File: config.mk
export PLATFORM = sky130hd
export DESIGN_NAME = iom_mux
export DESIGN_NICKNAME = d
export VERILOG_FILES = /design/src/hw/iom_pkg.sv /design/src/hw/iom_mux.sv /design/src/hw/iom_pin_cell.sv
export VERILOG_INCLUDE_DIRS = /design/src /design/src/hw
export SDC_FILE = /design/constraint.sdc
export NUM_CORES = 1
export LEC_CHECK = 0
export BUFFER_PORTS_ARGS = -buffer_cell sky130_fd_sc_hd__buf_2
export CAP_MARGIN = 10
export CORE_UTILIZATION = 44
export DETAILED_ROUTE_END_ITERATION = 6
export MAX_ROUTING_LAYER = met4
export PLACE_DENSITY_LB_ADDON = 0.08
export SLEW_MARGIN = 20
export SYNTH_ARGS = -nofsm -noshare
export SYNTH_HDL_FRONTEND = slang
export SYNTH_SLANG_ARGS = --single-unit
File: constraint.sdc
create_clock -name clk -period 6 [get_ports clk]
set_input_delay 1.2 -clock clk [delete_from_list [all_inputs] [get_ports clk]]
set_output_delay 1.2 -clock clk [all_outputs]
set_load 0.01 [all_outputs]
File: src/hw/iom_defines.svh
// constants for the io pin function multiplexer
`ifndef IOM_DEFINES_SVH
`define IOM_DEFINES_SVH

// ----------------------------------------
// geometry
// ----------------------------------------
`define IOM_NUM_PINS   19
`define IOM_NUM_SLOTS  5
`define IOM_SEL_W      3

// ----------------------------------------
// slot codes
// ----------------------------------------
`define IOM_SLOT_F0    3'h0
`define IOM_SLOT_F1    3'h1
`define IOM_SLOT_F2    3'h2
`define IOM_SEL_NONE   3'h7

// ----------------------------------------
// pin indices of direct routes
// ----------------------------------------
`define IOM_PIN_TMS    2
`define IOM_PIN_TDO    3
`define IOM_PIN_TCK    4
`define IOM_PIN_TDI    5
`define IOM_PIN_URX    14
`define IOM_PIN_UTX    15
`define IOM_PIN_CS1    14

// ----------------------------------------
// per-pin masks, bit n is pin index n
// ----------------------------------------
`define IOM_SLOT2_MASK  19'h7C03F
`define IOM_MATRIX0_MASK 19'h73FC3
`define IOM_DEF0_MASK   19'h04034
`define IOM_DEF2_MASK   19'h0003F
`define IOM_ANALOG_MASK 19'h61B3E
`define IOM_ADC_MASK    19'h0003E

// ----------------------------------------
// reset values
// ----------------------------------------
`define IOM_PAD_OUT_RST  1'b0
`define IOM_PAD_OE_N_RST 1'b1

`endif

File: src/hw/iom_pkg.sv
// types for the io pin function multiplexer
`include "iom_defines.svh"

package iom_pkg;
  typedef logic [`IOM_SEL_W-1:0]     iom_sel_t;
  typedef logic [`IOM_NUM_SLOTS-1:0] iom_slot_vec_t;
  typedef logic [`IOM_NUM_PINS-1:0]  iom_pin_vec_t;
endpackage : iom_pkg
File: src/hw/iom_mux.sv
// io pin function multiplexer top
`timescale 1ns/1ns
`include "iom_defines.svh"

module iom_mux (
  input  wire logic                                      clk,
  input  wire logic                                      rst,
  input  wire iom_pkg::iom_sel_t [`IOM_NUM_PINS-1:0]     func_sel,
  input  wire iom_pkg::iom_pin_vec_t                     analog_sel,
  input  wire iom_pkg::iom_pin_vec_t                     pad_in,
  output iom_pkg::iom_pin_vec_t                          pad_out,
  output iom_pkg::iom_pin_vec_t                          pad_oe_n,
  input  wire iom_pkg::iom_pin_vec_t                     matrix_out,
  input  wire iom_pkg::iom_pin_vec_t                     matrix_oe_n,
  output iom_pkg::iom_pin_vec_t                          matrix_in,
  output logic                                           test_mode_select_in,
  output logic                                           test_clock_in,
  output logic                                           test_data_input,
  input  wire logic                                      test_data_output,
  input  wire logic                                      test_data_output_oe_n,
  output logic                                           debug_uart_rx,
  input  wire logic                                      debug_uart_tx,
  input  wire logic                                      fast_serial_q_line_out,
  input  wire logic                                      fast_serial_q_line_oe_n,
  output logic                                           fast_serial_q_line_in,
  input  wire logic                                      fast_serial_d_line_out,
  input  wire logic                                      fast_serial_d_line_oe_n,
  output logic                                           fast_serial_d_line_in,
  input  wire logic                                      fast_serial_hold_out,
  input  wire logic                                      fast_serial_hold_oe_n,
  output logic                                           fast_serial_hold_in,
  input  wire logic                                      fast_serial_write_protect_out,
  input  wire logic                                      fast_serial_write_protect_oe_n,
  output logic                                           fast_serial_write_protect_in,
  input  wire logic                                      fast_serial_clock_out,
  input  wire logic                                      fast_serial_clock_oe_n,
  output logic                                           fast_serial_clock_in,
  input  wire logic [5:0]                                fast_serial_chip_select_out,
  input  wire logic [5:0]                                fast_serial_chip_select_oe_n,
  output logic                                           fast_serial_chip_select_in,
  output iom_pkg::iom_pin_vec_t                          analog_route,
  output iom_pkg::iom_pin_vec_t                          analog_pin_mask
);
  import iom_pkg::*;

  localparam iom_pin_vec_t SLOT2_M   = `IOM_SLOT2_MASK;
  localparam iom_pin_vec_t MATRIX0_M = `IOM_MATRIX0_MASK;
  localparam iom_pin_vec_t DEF0_M    = `IOM_DEF0_MASK;
  localparam iom_pin_vec_t DEF2_M    = `IOM_DEF2_MASK;
  localparam iom_pin_vec_t ANALOG_M  = `IOM_ANALOG_MASK;

  iom_pin_vec_t                      pad_meta;
  iom_pin_vec_t                      pad_sync;
  iom_sel_t [`IOM_NUM_PINS-1:0]      eff_sel;
  iom_slot_vec_t [`IOM_NUM_PINS-1:0] so_out;
  iom_slot_vec_t [`IOM_NUM_PINS-1:0] so_oe_n;
  iom_slot_vec_t [`IOM_NUM_PINS-1:0] so_in;

  // ----------------------------------------
  // pad input synchroniser
  // ----------------------------------------
  always_ff @(posedge clk or posedge rst) begin
    if (rst) begin
      pad_meta <= '0;
      pad_sync <= '0;
    end else begin
      pad_meta <= pad_in;
      pad_sync <= pad_meta;
    end
  end

  // ----------------------------------------
  // analog ownership
  // ----------------------------------------
  // an analog-owned pin releases every digital slot
  always_comb begin
    for (int i = 0; i < `IOM_NUM_PINS; i++) begin
      eff_sel[i] = (analog_sel[i] && ANALOG_M[i]) ? `IOM_SEL_NONE : func_sel[i];
    end
  end

  always_ff @(posedge clk or posedge rst) begin
    if (rst) begin
      analog_route <= '0;
    end else begin
      analog_route <= analog_sel & ANALOG_M;
    end
  end

  assign analog_pin_mask = ANALOG_M;

  // ----------------------------------------
  // slot source table
  // ----------------------------------------
  always_comb begin
    for (int i = 0; i < `IOM_NUM_PINS; i++) begin
      so_out[i]  = {2'b00, 1'b0, matrix_out[i], matrix_out[i]};
      so_oe_n[i] = {2'b11, 1'b1, matrix_oe_n[i], matrix_oe_n[i] | ~MATRIX0_M[i]};
    end
    // jtag output takes slot zero of its pin
    so_out[`IOM_PIN_TDO][0]  = test_data_output;
    so_oe_n[`IOM_PIN_TDO][0] = test_data_output_oe_n;
    // uart transmit is output only, always driven
    so_out[`IOM_PIN_UTX][0]  = debug_uart_tx;
    so_oe_n[`IOM_PIN_UTX][0] = 1'b0;
    // fast serial on slot two
    so_out[0][2]  = fast_serial_q_line_out;
    so_oe_n[0][2] = fast_serial_q_line_oe_n;
    so_out[1][2]  = fast_serial_chip_select_out[0];
    so_oe_n[1][2] = fast_serial_chip_select_oe_n[0];
    so_out[2][2]  = fast_serial_write_protect_out;
    so_oe_n[2][2] = fast_serial_write_protect_oe_n;
    so_out[3][2]  = fast_serial_hold_out;
    so_oe_n[3][2] = fast_serial_hold_oe_n;
    so_out[4][2]  = fast_serial_clock_out;
    so_oe_n[4][2] = fast_serial_clock_oe_n;
    so_out[5][2]  = fast_serial_d_line_out;
    so_oe_n[5][2] = fast_serial_d_line_oe_n;
    for (int c = 1; c < 6; c++) begin
      so_out[`IOM_PIN_CS1 + c - 1][2]  = fast_serial_chip_select_out[c];
      so_oe_n[`IOM_PIN_CS1 + c - 1][2] = fast_serial_chip_select_oe_n[c];
    end
  end

  // ----------------------------------------
  // pad cells
  // ----------------------------------------
  for (genvar g = 0; g < `IOM_NUM_PINS; g++) begin : g_pin
    iom_pin_cell #(
      .HAS_SLOT   ({2'b00, SLOT2_M[g], 2'b11}),
      .IN_DEFAULT ({2'b00, DEF2_M[g], 1'b0, DEF0_M[g]})
    ) u_cell (
      .clk       (clk),
      .rst       (rst),
      .sel       (eff_sel[g]),
      .slot_out  (so_out[g]),
      .slot_oe_n (so_oe_n[g]),
      .pad_in    (pad_sync[g]),
      .pad_out   (pad_out[g]),
      .pad_oe_n  (pad_oe_n[g]),
      .slot_in   (so_in[g])
    );
    // matrix inputs default low when the pin is elsewhere
    assign matrix_in[g] = so_in[g][1] | (so_in[g][0] & MATRIX0_M[g]);
  end

  // ----------------------------------------
  // direct peripheral inputs
  // ----------------------------------------
  assign test_mode_select_in          = so_in[`IOM_PIN_TMS][0];
  assign test_clock_in                = so_in[`IOM_PIN_TCK][0];
  assign test_data_input              = so_in[`IOM_PIN_TDI][0];
  assign debug_uart_rx                = so_in[`IOM_PIN_URX][0];
  assign fast_serial_q_line_in        = so_in[0][2];
  assign fast_serial_chip_select_in   = so_in[1][2];
  assign fast_serial_write_protect_in = so_in[2][2];
  assign fast_serial_hold_in          = so_in[3][2];
  assign fast_serial_clock_in         = so_in[4][2];
  assign fast_serial_d_line_in        = so_in[5][2];
endmodule : iom_mux

File: src/hw/iom_pin_cell.sv
// one pad: slot select, pad drive and per-slot input defaults
`timescale 1ns/1ns
`include "iom_defines.svh"

module iom_pin_cell #(
  parameter iom_pkg::iom_slot_vec_t HAS_SLOT   = 5'h03,
  parameter iom_pkg::iom_slot_vec_t IN_DEFAULT = 5'h00
) (
  input  wire logic                   clk,
  input  wire logic                   rst,
  input  wire iom_pkg::iom_sel_t      sel,
  input  wire iom_pkg::iom_slot_vec_t slot_out,
  input  wire iom_pkg::iom_slot_vec_t slot_oe_n,
  input  wire logic                   pad_in,
  output logic                        pad_out,
  output logic                        pad_oe_n,
  output iom_pkg::iom_slot_vec_t      slot_in
);
  import iom_pkg::*;

  iom_slot_vec_t hit;

  // at most one slot hits; codes without a slot hit nothing
  always_comb begin
    for (int k = 0; k < `IOM_NUM_SLOTS; k++) begin
      hit[k] = HAS_SLOT[k] && (sel == 3'(k));
    end
  end

  always_ff @(posedge clk or posedge rst) begin
    if (rst) begin
      pad_out  <= `IOM_PAD_OUT_RST;
      pad_oe_n <= `IOM_PAD_OE_N_RST;
    end else begin
      pad_out  <= |(hit & slot_out);
      pad_oe_n <= ~|(hit & ~slot_oe_n);
    end
  end

  // unselected slots see their fixed default level
  always_ff @(posedge clk or posedge rst) begin
    if (rst) begin
      slot_in <= IN_DEFAULT;
    end else begin
      slot_in <= (hit & {`IOM_NUM_SLOTS{pad_in}}) | (~hit & IN_DEFAULT);
    end
  end
endmodule : iom_pin_cell

==> results summary, run 1 <==
The run finished with clean final reports. By count the netlist is led by 100 x sky130_fd_sc_hd__dfrtp_1, 65 x sky130_fd_sc_hd__buf_4, 29 x sky130_fd_sc_hd__dfstp_2, 29 x sky130_fd_sc_hd__nor2_1, 15 x sky130_fd_sc_hd__nand2_1. The total overflow reported by the global router came out at 0. Across all layers, the routed design uses 3252 vias. The longest individual stage delay on the worst path came out at 0.36 ns. Across the run, the number of max-cap violations was 0. In this run the tool buffered the top-level ports with 229 buffer cells. The DRC violation count after routing is 0.

The post-synthesis cell type count came out at 34. In this run the post-CTS setup repair buffer count came out at 0. The ratio of cells with drive above 1 in the final layout is 51.2%. Gates resized during post-CTS repair numbered 0. The number of buffers added to fix hold violations after cts came out at 0. The final cell count without fillers came out at 729.

In this run the worst path has a maximum fanout of 1. The share of synthesized area occupied by flip-flops and latches came out at 68.0%. The main flop type after synthesis is sky130_fd_sc_hd__dfrtp_1. The met2 demand-to-capacity share in global routing is 30.1%. The vertical die dimension is 106 µm. The via count of the first global-routing pass is 3153.

For this block, the routed nets add up to 9250 µm of wire. Walking the worst path, the cells encountered are or2_2 > buf_2. The initial core utilization came out at 45.9%. The async set-reset flop share out of synthesis is 100%. The total instance count after detailed placement is 696. Summing all placed instances gives a cell area of 5730 µm². The final worst setup slack came out at 3.48 ns. The cell leakage power came out at 3.29 nW. The clock latency of the later-clocked register in the worst-skew pair came out at 0.51 ns.

The summed instance area of the synthesized netlist came out at 4800 µm². The number of buffers and inverters on the critical path is 1. Across the VDD grid, the largest voltage drop is 141 µV. The cell count after synthesis is 370. The area of the core is 10500 µm². The total count of hold-check failures in the final report is 0. The number of antenna violations at the first check in global routing is 1.

The most congested layer reported by global routing is met2. The layout overhead on the synthesized area came out at 31.0%. Counting I/O delays and the setup requirement, the final critical path takes 2.52 ns. At the pin with the least slew margin, the transition time is 0.929 ns. The wire length of the first global-routing pass is 14700 µm.

Global routing used 17.9% of the available tracks. The setup path with the least slack is of type flop to output pin. The data arrival time of the critical path is 1.32 ns. The area of the die is 11300 µm². The fraction of synthesized cell area taken by the top area cell type came out at 52.2%.

The first TritonRoute pass finished after 4 iterations. The worst setup slack after placement came out at 3.28 ns. The category of cells accounting for the largest share of critical-path delay is flip-flops. The total of endpoints with negative setup slack in the final report came out at 0. The number of enable flip-flop cells after synthesis came out at 0. The synthesized design spends more area on one cell type than any other, namely sky130_fd_sc_hd__dfrtp_1. The total non-filler cell area in the finished layout came out at 6280 µm².

STA classifies the critical path endpoint as an output pin. The detailed-route vias per instance came out at 4.46. The standard-cell row count came out at 37. The total negative slack is 0 ns. The highest achievable clock rate is 398 MHz. The Yosys warning count came out at 0. The post-route clock period utilization came out at 41.9%.

The clock net in this run drives a total of 129 sinks. The chip width is 106 µm. The data required time of the worst path is 4.80 ns. The setup skew after layout is 0.00383 ns.

The root buffer cell is sky130_fd_sc_hd__clkbuf_8. The worst pin sits at a relative slew slack of 38.1%. sky130_fd_sc_hd__dfrtp_1 is the most common cell in the netlist. The CTS H-tree depth came out at 4. The register clock-pin slew on the reported worst setup and hold paths came out at 0.05 ns. The synthesized flop and latch total came out at 129. In the post-synthesis netlist, the biggest area contributors are sky130_fd_sc_hd__dfrtp_1 52%, sky130_fd_sc_hd__dfstp_2 16%, sky130_fd_sc_hd__buf_4 10%. The number of routed nets with antenna violations is 0. The met1 routing resource usage after global routing came out at 19.1%. The power consumption came out at 2.01 mW. The worst setup path is launched from a flop. The number of clock buffers added by TritonCTS is 17. The starting DRC count in detailed routing is 58.

The buffer levels on the longest clock path came out at 2. Averaged over all synthesized cells, the footprint is 13.0 µm². The cell with the largest stage delay on the worst path is sky130_fd_sc_hd__dfrtp_1.

TritonCTS built the clock tree. Setup repair after global routing left no endpoint under its margin. The mean routed wirelength per cell is 12.7 µm.

The placer congestion estimate came out at 0.792. The number of top-level pins is 265. The path category of the worst min-delay check is flop to flop.

Global routing used 6.32% of the available met3 tracks. The power per standard cell area came out at 320 nW/µm². After the last flow step, the layout net total stands at 739.

Detailed placement finished with a half-perimeter wire length of 7030 µm. The number of slew-limit violations in the final report is 0. The pin count of the biggest net entering global routing came out at 81.
[final cells by class]
type,instances,area [µm²]
Fill cell,876,4180
Sequential cell,129,3260
Timing Repair Buffer,230,1150
Multi-Input combinational cell,197,1120
Clock buffer,21,439
Tap cell,136,170
Clock inverter,11,114
Inverter,4,17.5
Antenna cell,1,2.50
[path summary, 6_finish.rpt]
path	startpoint	end	slack [ns]	depth (start not counted)
max	g_pin[9].u_cell.slot_in[0]	matrix_in[9]	3.48	2
min	pad_meta[14]	pad_sync[14]	0.35	0
max reg2reg	pad_sync[1]	g_pin[1].u_cell.slot_in[2]	5.04	1
min reg2reg	pad_meta[14]	pad_sync[14]	0.35	0
max in group asynchronous	rst	g_pin[11].u_cell.slot_in[1]	3.93	3
min in group asynchronous	rst	analog_route[4]	0.91	2
[per-stage QoR]
stage	utilization (%)	hold slack [ns]
2_1_floorplan	-	0.331
3_3_place_gp	54.8	0.331
3_5_place_dp	54.8	0.335
4_1_cts	60.0	0.348
5_1_grt	60.1	0.348
6_report	60.1	0.346
[sequential cells by signal, summed over array words and instances (netlist names)]
signal and cells:
g_pin.u_cell.slot_in 42, g_pin.u_cell.pad_oe_n 19, g_pin.u_cell.pad_out 19, pad_meta 19, pad_sync 19, analog_route 11
[layer usage]
layer | part of all wire [%] | wire [µm] | vias to the layer above
met5 | 0 | 0 | -
met4 | 1.6 | 150 | 0
met3 | 8.8 | 816 | 14
met2 | 51 | 4740 | 162
met1 | 38 | 3550 | 1505
li1 | - | - | 1571
[power by group]
part / total (mW) / leakage (nW) / internal [mW] / switching (mW)
logic: 0.150 / 1.45 / 0.0689 / 0.0812
registers: 0.916 / 1.57 / 0.907 / 0.00851
clock network: 0.946 / 0.271 / 0.597 / 0.349
total: 2.01 / 3.29 / 1.57 / 0.439
[cell usage in the layout (no fill, tap or decap), types with 4 or more instances in the layout]
master and instances:
sky130_fd_sc_hd__a21oi_1 6, sky130_fd_sc_hd__and2_1 8, sky130_fd_sc_hd__and3_1 10, sky130_fd_sc_hd__and4b_1 4, sky130_fd_sc_hd__buf_2 229, sky130_fd_sc_hd__clkbuf_16 16
sky130_fd_sc_hd__clkinv_2 6, sky130_fd_sc_hd__conb_1 27, sky130_fd_sc_hd__dfrtp_1 100, sky130_fd_sc_hd__dfstp_2 29, sky130_fd_sc_hd__mux2i_1 5, sky130_fd_sc_hd__nand2_1 15
sky130_fd_sc_hd__nand2b_1 12, sky130_fd_sc_hd__nand3_1 4, sky130_fd_sc_hd__nor2_1 29, sky130_fd_sc_hd__nor2b_1 5, sky130_fd_sc_hd__nor3_1 14, sky130_fd_sc_hd__nor3b_1 8
sky130_fd_sc_hd__nor4bb_1 5, sky130_fd_sc_hd__or2_2 13, sky130_fd_sc_hd__or3_1 5
[logic make-up (layout without fill, tap and decap cells)]
group,after synthesis,in the layout,share of synthesized area (%)
AND/OR/NAND/NOR,144,144,17.3
multiplexers,6,6,1.28
buffers and inverters,69,266,10.5
other,2,28,0.157
AO/OA/AOI/OAI,20,20,2.71
flip-flops,129,129,68.0
Note: power is estimated with default switching activity, not from simulation.
==> run 2, diff against run 1 <==
- CORE_UTILIZATION: 44 -> 40
- clock period: 6 -> 2.15 ns (I/O delays scaled with it)
==> run 2 against run 1 <==
Net effect:
- the flow now finishes with violations (design-rule violations)
- largest cell class unchanged
- sequential share of layout area fell by 0.88 points
- worst hold slack got worse by 0.22 ns
- clock skew rose by 0.0065 ns
- total power rose to 3.0 times the previous value
- register-to-register slack got worse by 3.8 ns
- first-iteration DRC count rose by 150%
- global-route usage fell by 0.99 points
==> results summary, run 2 (synthesis results as in run 1) <==
The critical path launch point type is a flop. The mean routed wirelength per cell came out at 12.7 µm (-0.21%). The number of slew-limit violations in the final report came out at 0 (unchanged). The placer congestion estimate came to 0.796 (+0.44%).

The chip width came out at 112 µm (+4.8%). The maximum VDD drop came out at 412 µV (+190%). The number of buffers added by the clock tree synthesis step came out at 17 (unchanged). The detailed-route vias per instance is 4.49 (+0.63%). The total negative slack came to 0 ns (unchanged).

The vias after detailed routing came out at 3304 (+1.6%). The total of endpoints with negative setup slack in the final report came to 0 (unchanged). The pin count of the biggest net entering global routing came out at 75 (-7.4%). The data required time of the worst path was 1.72 ns (-3.08 ns).

The total count of hold-check failures in the final report was 0 (unchanged). The post-route clock period utilization came out at 75.3%. The highest fanout seen on the critical path is 1 (unchanged).

The path category of the worst min-delay check is primary input to flop. The worst setup path is of the flop to output pin kind. The data arrival time of the critical path came to 1.19 ns (-0.13 ns). The vertical die dimension is 112 µm (+4.8%). The clock latency of the later-clocked register in the worst-skew pair is 0.40 ns (-0.11 ns). The checks that failed: design-rule violations.

The flow ran to the end, but the final reports show violations. The wire length of the first global-routing pass is 15500 µm (+5.5%). The port buffer count came to 229 (unchanged).

The max-capacitance violation count is 0 (unchanged). The final worst setup slack is 0.531 ns (-2.95 ns). The cell area reported after detailed placement came out at 5770 µm² (+0.74%). Leaving out fill and tap cells, the most frequent cell in the layout is sky130_fd_sc_hd__buf_2. The DRC violation count after routing is 19 (+19). The total non-filler cell area in the finished layout is 6390 µm² (+1.7%). The total overflow reported by the global router came out at 0 (unchanged).

The power per standard cell area came out at 931 nW/µm² (+190%). The buffer levels on the longest clock path came out at 2 (unchanged). The register clock-pin slew on the reported worst setup and hold paths was 0.06 ns (about the same). The number of antenna violations at the first check in global routing is 1 (unchanged). The cell sitting at the root of the clock tree is a sky130_fd_sc_hd__clkbuf_16. The number of buffers added to fix hold violations after cts came out at 0 (unchanged). The type of destination of the critical path is an output pin. The number of nets at the end of the flow came out at 740 (+0.14%). The post-CTS repair timing setup buffer count came to 0 (unchanged). In the layout the commonest cells are 229 x sky130_fd_sc_hd__buf_2, 100 x sky130_fd_sc_hd__dfrtp_1, 29 x sky130_fd_sc_hd__nor2_1, 29 x sky130_fd_sc_hd__dfstp_2, 27 x sky130_fd_sc_hd__conb_1. The initial core utilization is 41.5% (-4.4 points).

The measured slew at the worst slew-check pin is 0.518 ns (-0.412 ns). The worst path in the final design needs a cycle of 1.62 ns, including I/O delays and setup. The area of the core is 11600 µm² (+11%). The number of routed nets with antenna violations was 0 (unchanged). The CTS H-tree depth is 4 (unchanged). The half-perimeter wire length of the detailed placement result was 7080 µm (+0.70%).

The area of the die came out at 12400 µm² (+9.8%). The quantity of gates resized following cts is 0 (unchanged). The number of detailed-route iterations in the first pass is 6 (+2). The worst slew margin relative to its limit came out at 65.2% (+27 points). The highest achievable clock rate came out at 618 MHz.

The register with the most flip-flops in the final layout is g_pin.u_cell.slot_in. The number of top-level pins is 265 (unchanged). The overall fraction of global-route tracks in use came out at 16.9% (-0.99 points).

Setup repair after global routing left no endpoint under its margin. The starting DRC count in detailed routing came out at 144 (+150%). The layout overhead on the synthesized area came out at 33.3%. The sink count of the clock tree was 129 (unchanged).

TritonCTS built the clock tree. The setup skew after layout is 0.0103 ns (+0.00646 ns). The reg2reg setup slack is 1.23 ns (-3.81 ns). The wire length after detailed routing is 9320 µm (+0.75%). The worst setup slack after placement came out at 0.795 ns (-2.49 ns). The ratio of cells with drive above 1 in the final layout came out at 51.4% (+0.17 points). The via count of the first global-routing pass was 3299 (+4.6%). The cell leakage power is 3.33 nW (+1.1%).

The flip-flop count of the largest register after layout is 42 (unchanged). The standard-cell row count came out at 39 (+5.4%).
==> run 2: cell count changes in the layout (fill, tap and decap cells not counted), sizes merged <==
cell,delta
buf,+1
bufinv,+2
inv,-1
clkinv,-3
clkinvlp,+1
==> run 2: layout make-up <==
type,instances,area [µm²]
fillers,1029,5170
repair buffers,231,1190
well taps,143,179
multi-input cells,197,1120
flip-flops and latches,129,3260
inverters,4,18.8
clock buffers,21,460
diodes,1,2.50
clock inverters,10,159
==> run 2: worst paths after layout <==
check	from	endpoint	cells past startpoint
worst max-delay path	g_pin[8].u_cell.slot_in[0]	matrix_in[8]	2
worst min-delay path	pad_in[1]	pad_meta[1]	1
worst max register to register	pad_sync[1]	g_pin[1].u_cell.slot_in[2]	1
worst min register to register	pad_meta[0]	pad_sync[0]	0
max in group asynchronous	rst	g_pin[15].u_cell.pad_oe_n	3
min in group asynchronous	rst	g_pin[0].u_cell.slot_in[0]	3
==> run 2: per-layer routing <==
metal	vias to the layer above	share of wire [%]	wire, µm	GRT usage [%]
met5	-	0	0	-
met4	0	1.5	137	6.85
met3	11	8.0	744	4.95
met2	156	52	4800	28.2
met1	1566	39	3640	18.9
li1	1571	-	-	-
==> run 2: worst max-delay path, cell delays in order, from the launching register on <==
cell and delay (ns):
sky130_fd_sc_hd__dfrtp_1 0.36, sky130_fd_sc_hd__or2_2 0.28, sky130_fd_sc_hd__buf_2 0.14
==> run 2: through the flow <==
stage                     util [%]  hold slack, ns  power (mW)  std cells
after global placement        49.9           0.332        3.02        704
final                         55.3           0.126        5.95        736
after floorplan                  -           0.331        2.85        395
after CTS                     55.3           0.114        6.03        735
after detailed placement      49.9           0.335        3.03        704
after global routing          55.3           0.112        6.20        736
==> run 2: where the power goes <==
part,switching (mW),leakage [nW],internal [mW],total [mW]
logic,0.231,1.46,0.199,0.429
registers,0.0226,1.57,2.53,2.56
clock network,0.979,0.299,1.99,2.97
==> run 3, diff against run 2 <==
- CORE_UTILIZATION: 40 -> 44
- clock period: 2.15 -> 1.65 ns (I/O delays scaled with it)
==> run 3 against run 2 <==
Net effect:
- the run now ends clean
- sequential power rose by 30%
- die area is 8.9% lower
- combinational power is 60% higher
- wire length up 4.1%
- first-iteration DRC count down 4.9%
- critical path depth unchanged
- core utilization grew 11 points
==> results summary, run 3 (synthesis results as in run 1) <==
The net switching share of the total power is 21.4% (+0.66 points). Leaving out fill and tap cells, the most frequent cell in the layout is sky130_fd_sc_hd__buf_2. The power per standard cell area came to 1050 nW/µm² (+13%).

The total of endpoints with negative setup slack in the final report came out at 0 (unchanged). The total count of hold-check failures in the final report was 0 (unchanged). STA classifies the critical path endpoint as an output pin. The number of antenna violations at the first check in global routing came to 0 (-1). The wire length of the first global-routing pass came to 15900 µm (+3.0%).

The pin count of the biggest net entering global routing was 89 (+19%). The power dissipated by switching net loads is 1.57 mW (+27%). The overall fraction of global-route tracks in use is 19.1% (+2.2 points). The total overflow reported by the global router was 0 (unchanged).

The data arrival time of the critical path came out at 1.23 ns (+0.04 ns). The flip-flop count of the largest register after layout is 42 (unchanged). The post-CTS repair timing setup buffer count came out at 0 (unchanged). The initial core utilization came to 45.9% (+4.4 points).

The maximum VDD drop came out at 563 µV (+37%). The worst setup path is of the flop to output pin kind. The max-capacitance violation count came out at 0 (unchanged). The final worst setup slack came out at 0.0916 ns (-0.439 ns). The register with the most flip-flops is g_pin.u_cell.slot_in. The highest achievable clock rate came out at 642 MHz. The ratio of cells with drive above 1 in the final layout is 46.2% (-5.1 points).

The flow ran to the end, and the final reports show no timing, DRC or antenna violations. TritonCTS built the clock tree. The half-perimeter wire length of the detailed placement result is 6900 µm (-2.5%). The final critical delay including setup and external delays came out at 1.56 ns. The worst setup slack after placement came to 0.452 ns (-0.343 ns). Leaving out fill and tap cells, the most frequent cells in the layout are 216 x sky130_fd_sc_hd__buf_2, 100 x sky130_fd_sc_hd__dfrtp_1, 58 x sky130_fd_sc_hd__dlygate4sd3_1.

The standard-cell row count is 37 (-5.1%). The post-route clock period utilization is 94.5%. The area of the core is 10500 µm² (-9.5%). The vertical die dimension was 106 µm (-4.6%). The detailed-route vias per instance is 4.46 (-0.68%). The CTS H-tree depth is 4 (unchanged). The number of buffers added by the clock tree synthesis step came out at 17 (unchanged).

The min-delay analysis places its worst path in the category primary input to flop. The proportion of power drawn by the clock network came out at 45.2% (-4.7 points). The root buffer cell chosen for the clock tree is sky130_fd_sc_hd__clkbuf_8. The vias after detailed routing is 3509 (+6.2%). The via count of the first global-routing pass is 3573 (+8.3%). The data required time of the worst path came out at 1.32 ns (-0.40 ns). The placer congestion estimate is 0.821 (+3.1%). The core occupancy in the finished layout was 66.7% (+11 points).

The number of detailed-route iterations in the first pass is 4 (-2). The cell leakage power came to 3.53 nW (+5.9%). The highest fanout seen on the critical path came out at 1 (unchanged). The number of nets at the end of the flow is 798 (+7.8%). The DRC violation count after routing came out at 0 (-19). The part of the total power dissipated in combinational logic is 9.4% (+2.2 points). The antenna diode instance count came out at 0 (-1). The smallest hold slack came to 0.0312 ns (-0.0944 ns). Setup repair after global routing left no endpoint under its margin.

The worst setup path is launched from a flop. The register clock-pin slew on the reported worst setup and hold paths came to 0.05 ns (about the same). The layout overhead on the synthesized area is 45.6%. The internal power came to 5.77 mW (+22%). The starting DRC count in detailed routing was 137 (-4.9%).

The worst slew margin relative to its limit was 67.1% (+1.8 points). The port buffer count is 229 (unchanged). The clock latency of the later-clocked register in the worst-skew pair came out at 0.50 ns (+0.10 ns). The number of top-level pins is 265 (unchanged). The setup skew after layout is 0.00599 ns (-0.00431 ns).

The measured slew at the worst slew-check pin is 0.490 ns (-0.0273 ns). The number of routed nets with antenna violations was 0 (unchanged). The sink count of the clock tree is 129 (unchanged).

The mean routed wirelength per cell is 12.3 µm (-2.6%). The wire length after detailed routing came out at 9710 µm (+4.1%). The relative contribution of sequential cells to total power came out at 45.4% (+2.5 points). The area of the die came out at 11300 µm² (-8.9%).

The number of slew-limit violations in the final report came out at 0 (unchanged). The buffer levels on the longest clock path is 2 (unchanged). The chip width is 106 µm (-4.6%).
run 3: cell count changes in the layout (fill, tap and decap cells not counted), moves of 2 or more:
| cell | before | now |
|---|---|---|
| sky130_fd_sc_hd__clkbuf_8 | 2 | 4 |
| sky130_fd_sc_hd__clkbuf_1 | 2 | 6 |
| sky130_fd_sc_hd__or2_2 | 13 | 0 |
| sky130_fd_sc_hd__buf_6 | 0 | 13 |
| sky130_fd_sc_hd__dlygate4sd3_1 | 0 | 58 |
| sky130_fd_sc_hd__buf_2 | 229 | 216 |
| sky130_fd_sc_hd__bufinv_16 | 4 | 1 |
| sky130_fd_sc_hd__or2_4 | 0 | 13 |
run 3: layer usage:
layer | vias to the layer above | routed length (µm) | GRT usage [%]
met3 | 23 | 649 | 5.95
met1 | 1638 | 3730 | 20.1
met4 | 0 | 276 | 9.20
met2 | 167 | 5050 | 32.6
li1 | 1681 | - | -
met5 | - | 0 | -
run 3: critical path, stage by stage, from the launching register on:
cell and delay (ns):
sky130_fd_sc_hd__dfrtp_1 0.36, sky130_fd_sc_hd__or2_4 0.24, sky130_fd_sc_hd__buf_6 0.12
run 3: power groups by stage:
stage | logic [mW] | clock network [mW] | registers, mW
final | 0.688 | 3.32 | 3.33
after global routing | 0.764 | 3.57 | 3.34
after CTS | 0.669 | 3.42 | 3.33
after detailed placement | 0.558 | 0 | 3.39
after global placement | 0.545 | 0 | 3.38
after floorplan | 0.317 | 0 | 3.39
run 3: final timing paths:
path                                              from                         end  slack [ns]  cells after the start
max                        g_pin[18].u_cell.slot_in[0]               matrix_in[18]        0.09                      2
min                                       func_sel[50]    g_pin[16].u_cell.pad_out        0.03                      2
max reg2reg                                pad_sync[1]  g_pin[1].u_cell.slot_in[2]        0.74                      1
min reg2reg                               pad_meta[12]                pad_sync[12]        0.34                      0
max in group asynchronous                          rst   g_pin[18].u_cell.pad_oe_n        0.72                      4
min in group asynchronous                          rst                 pad_meta[8]        0.52                      4
run 3: cell type report:
cell class / instances / area [µm²]
Multi-Input combinational cell: 197 / 1160
Inverter: 4 / 18.8
Fill cell: 829 / 3480
Clock buffer: 26 / 478
Timing Repair Buffer: 289 / 1840
Clock inverter: 6 / 60.1
Tap cell: 136 / 170
Sequential cell: 129 / 3260
run 3: what timing repair did:
| action | in CTS | in global routing |
|---|---|---|
| gates cloned | 0 | 0 |
| hold endpoints to repair | 137 | 0 |
| gates resized for setup | 1 | 28 |
| hold buffers | 58 | 0 |
| setup endpoints to repair | 1 | 13 |
run 3: stage by stage:
step / TNS, ns / total power [mW] / cell area [µm²] / instances
2_1_floorplan: -25.16 / 3.71 / 4890 / 395
3_3_place_gp: 0 / 3.93 / 5750 / 697
3_5_place_dp: 0 / 3.94 / 5750 / 697
4_1_cts: 0 / 7.42 / 6880 / 787
5_1_grt: 0 / 7.68 / 6980 / 787
6_report: 0 / 7.34 / 6980 / 787
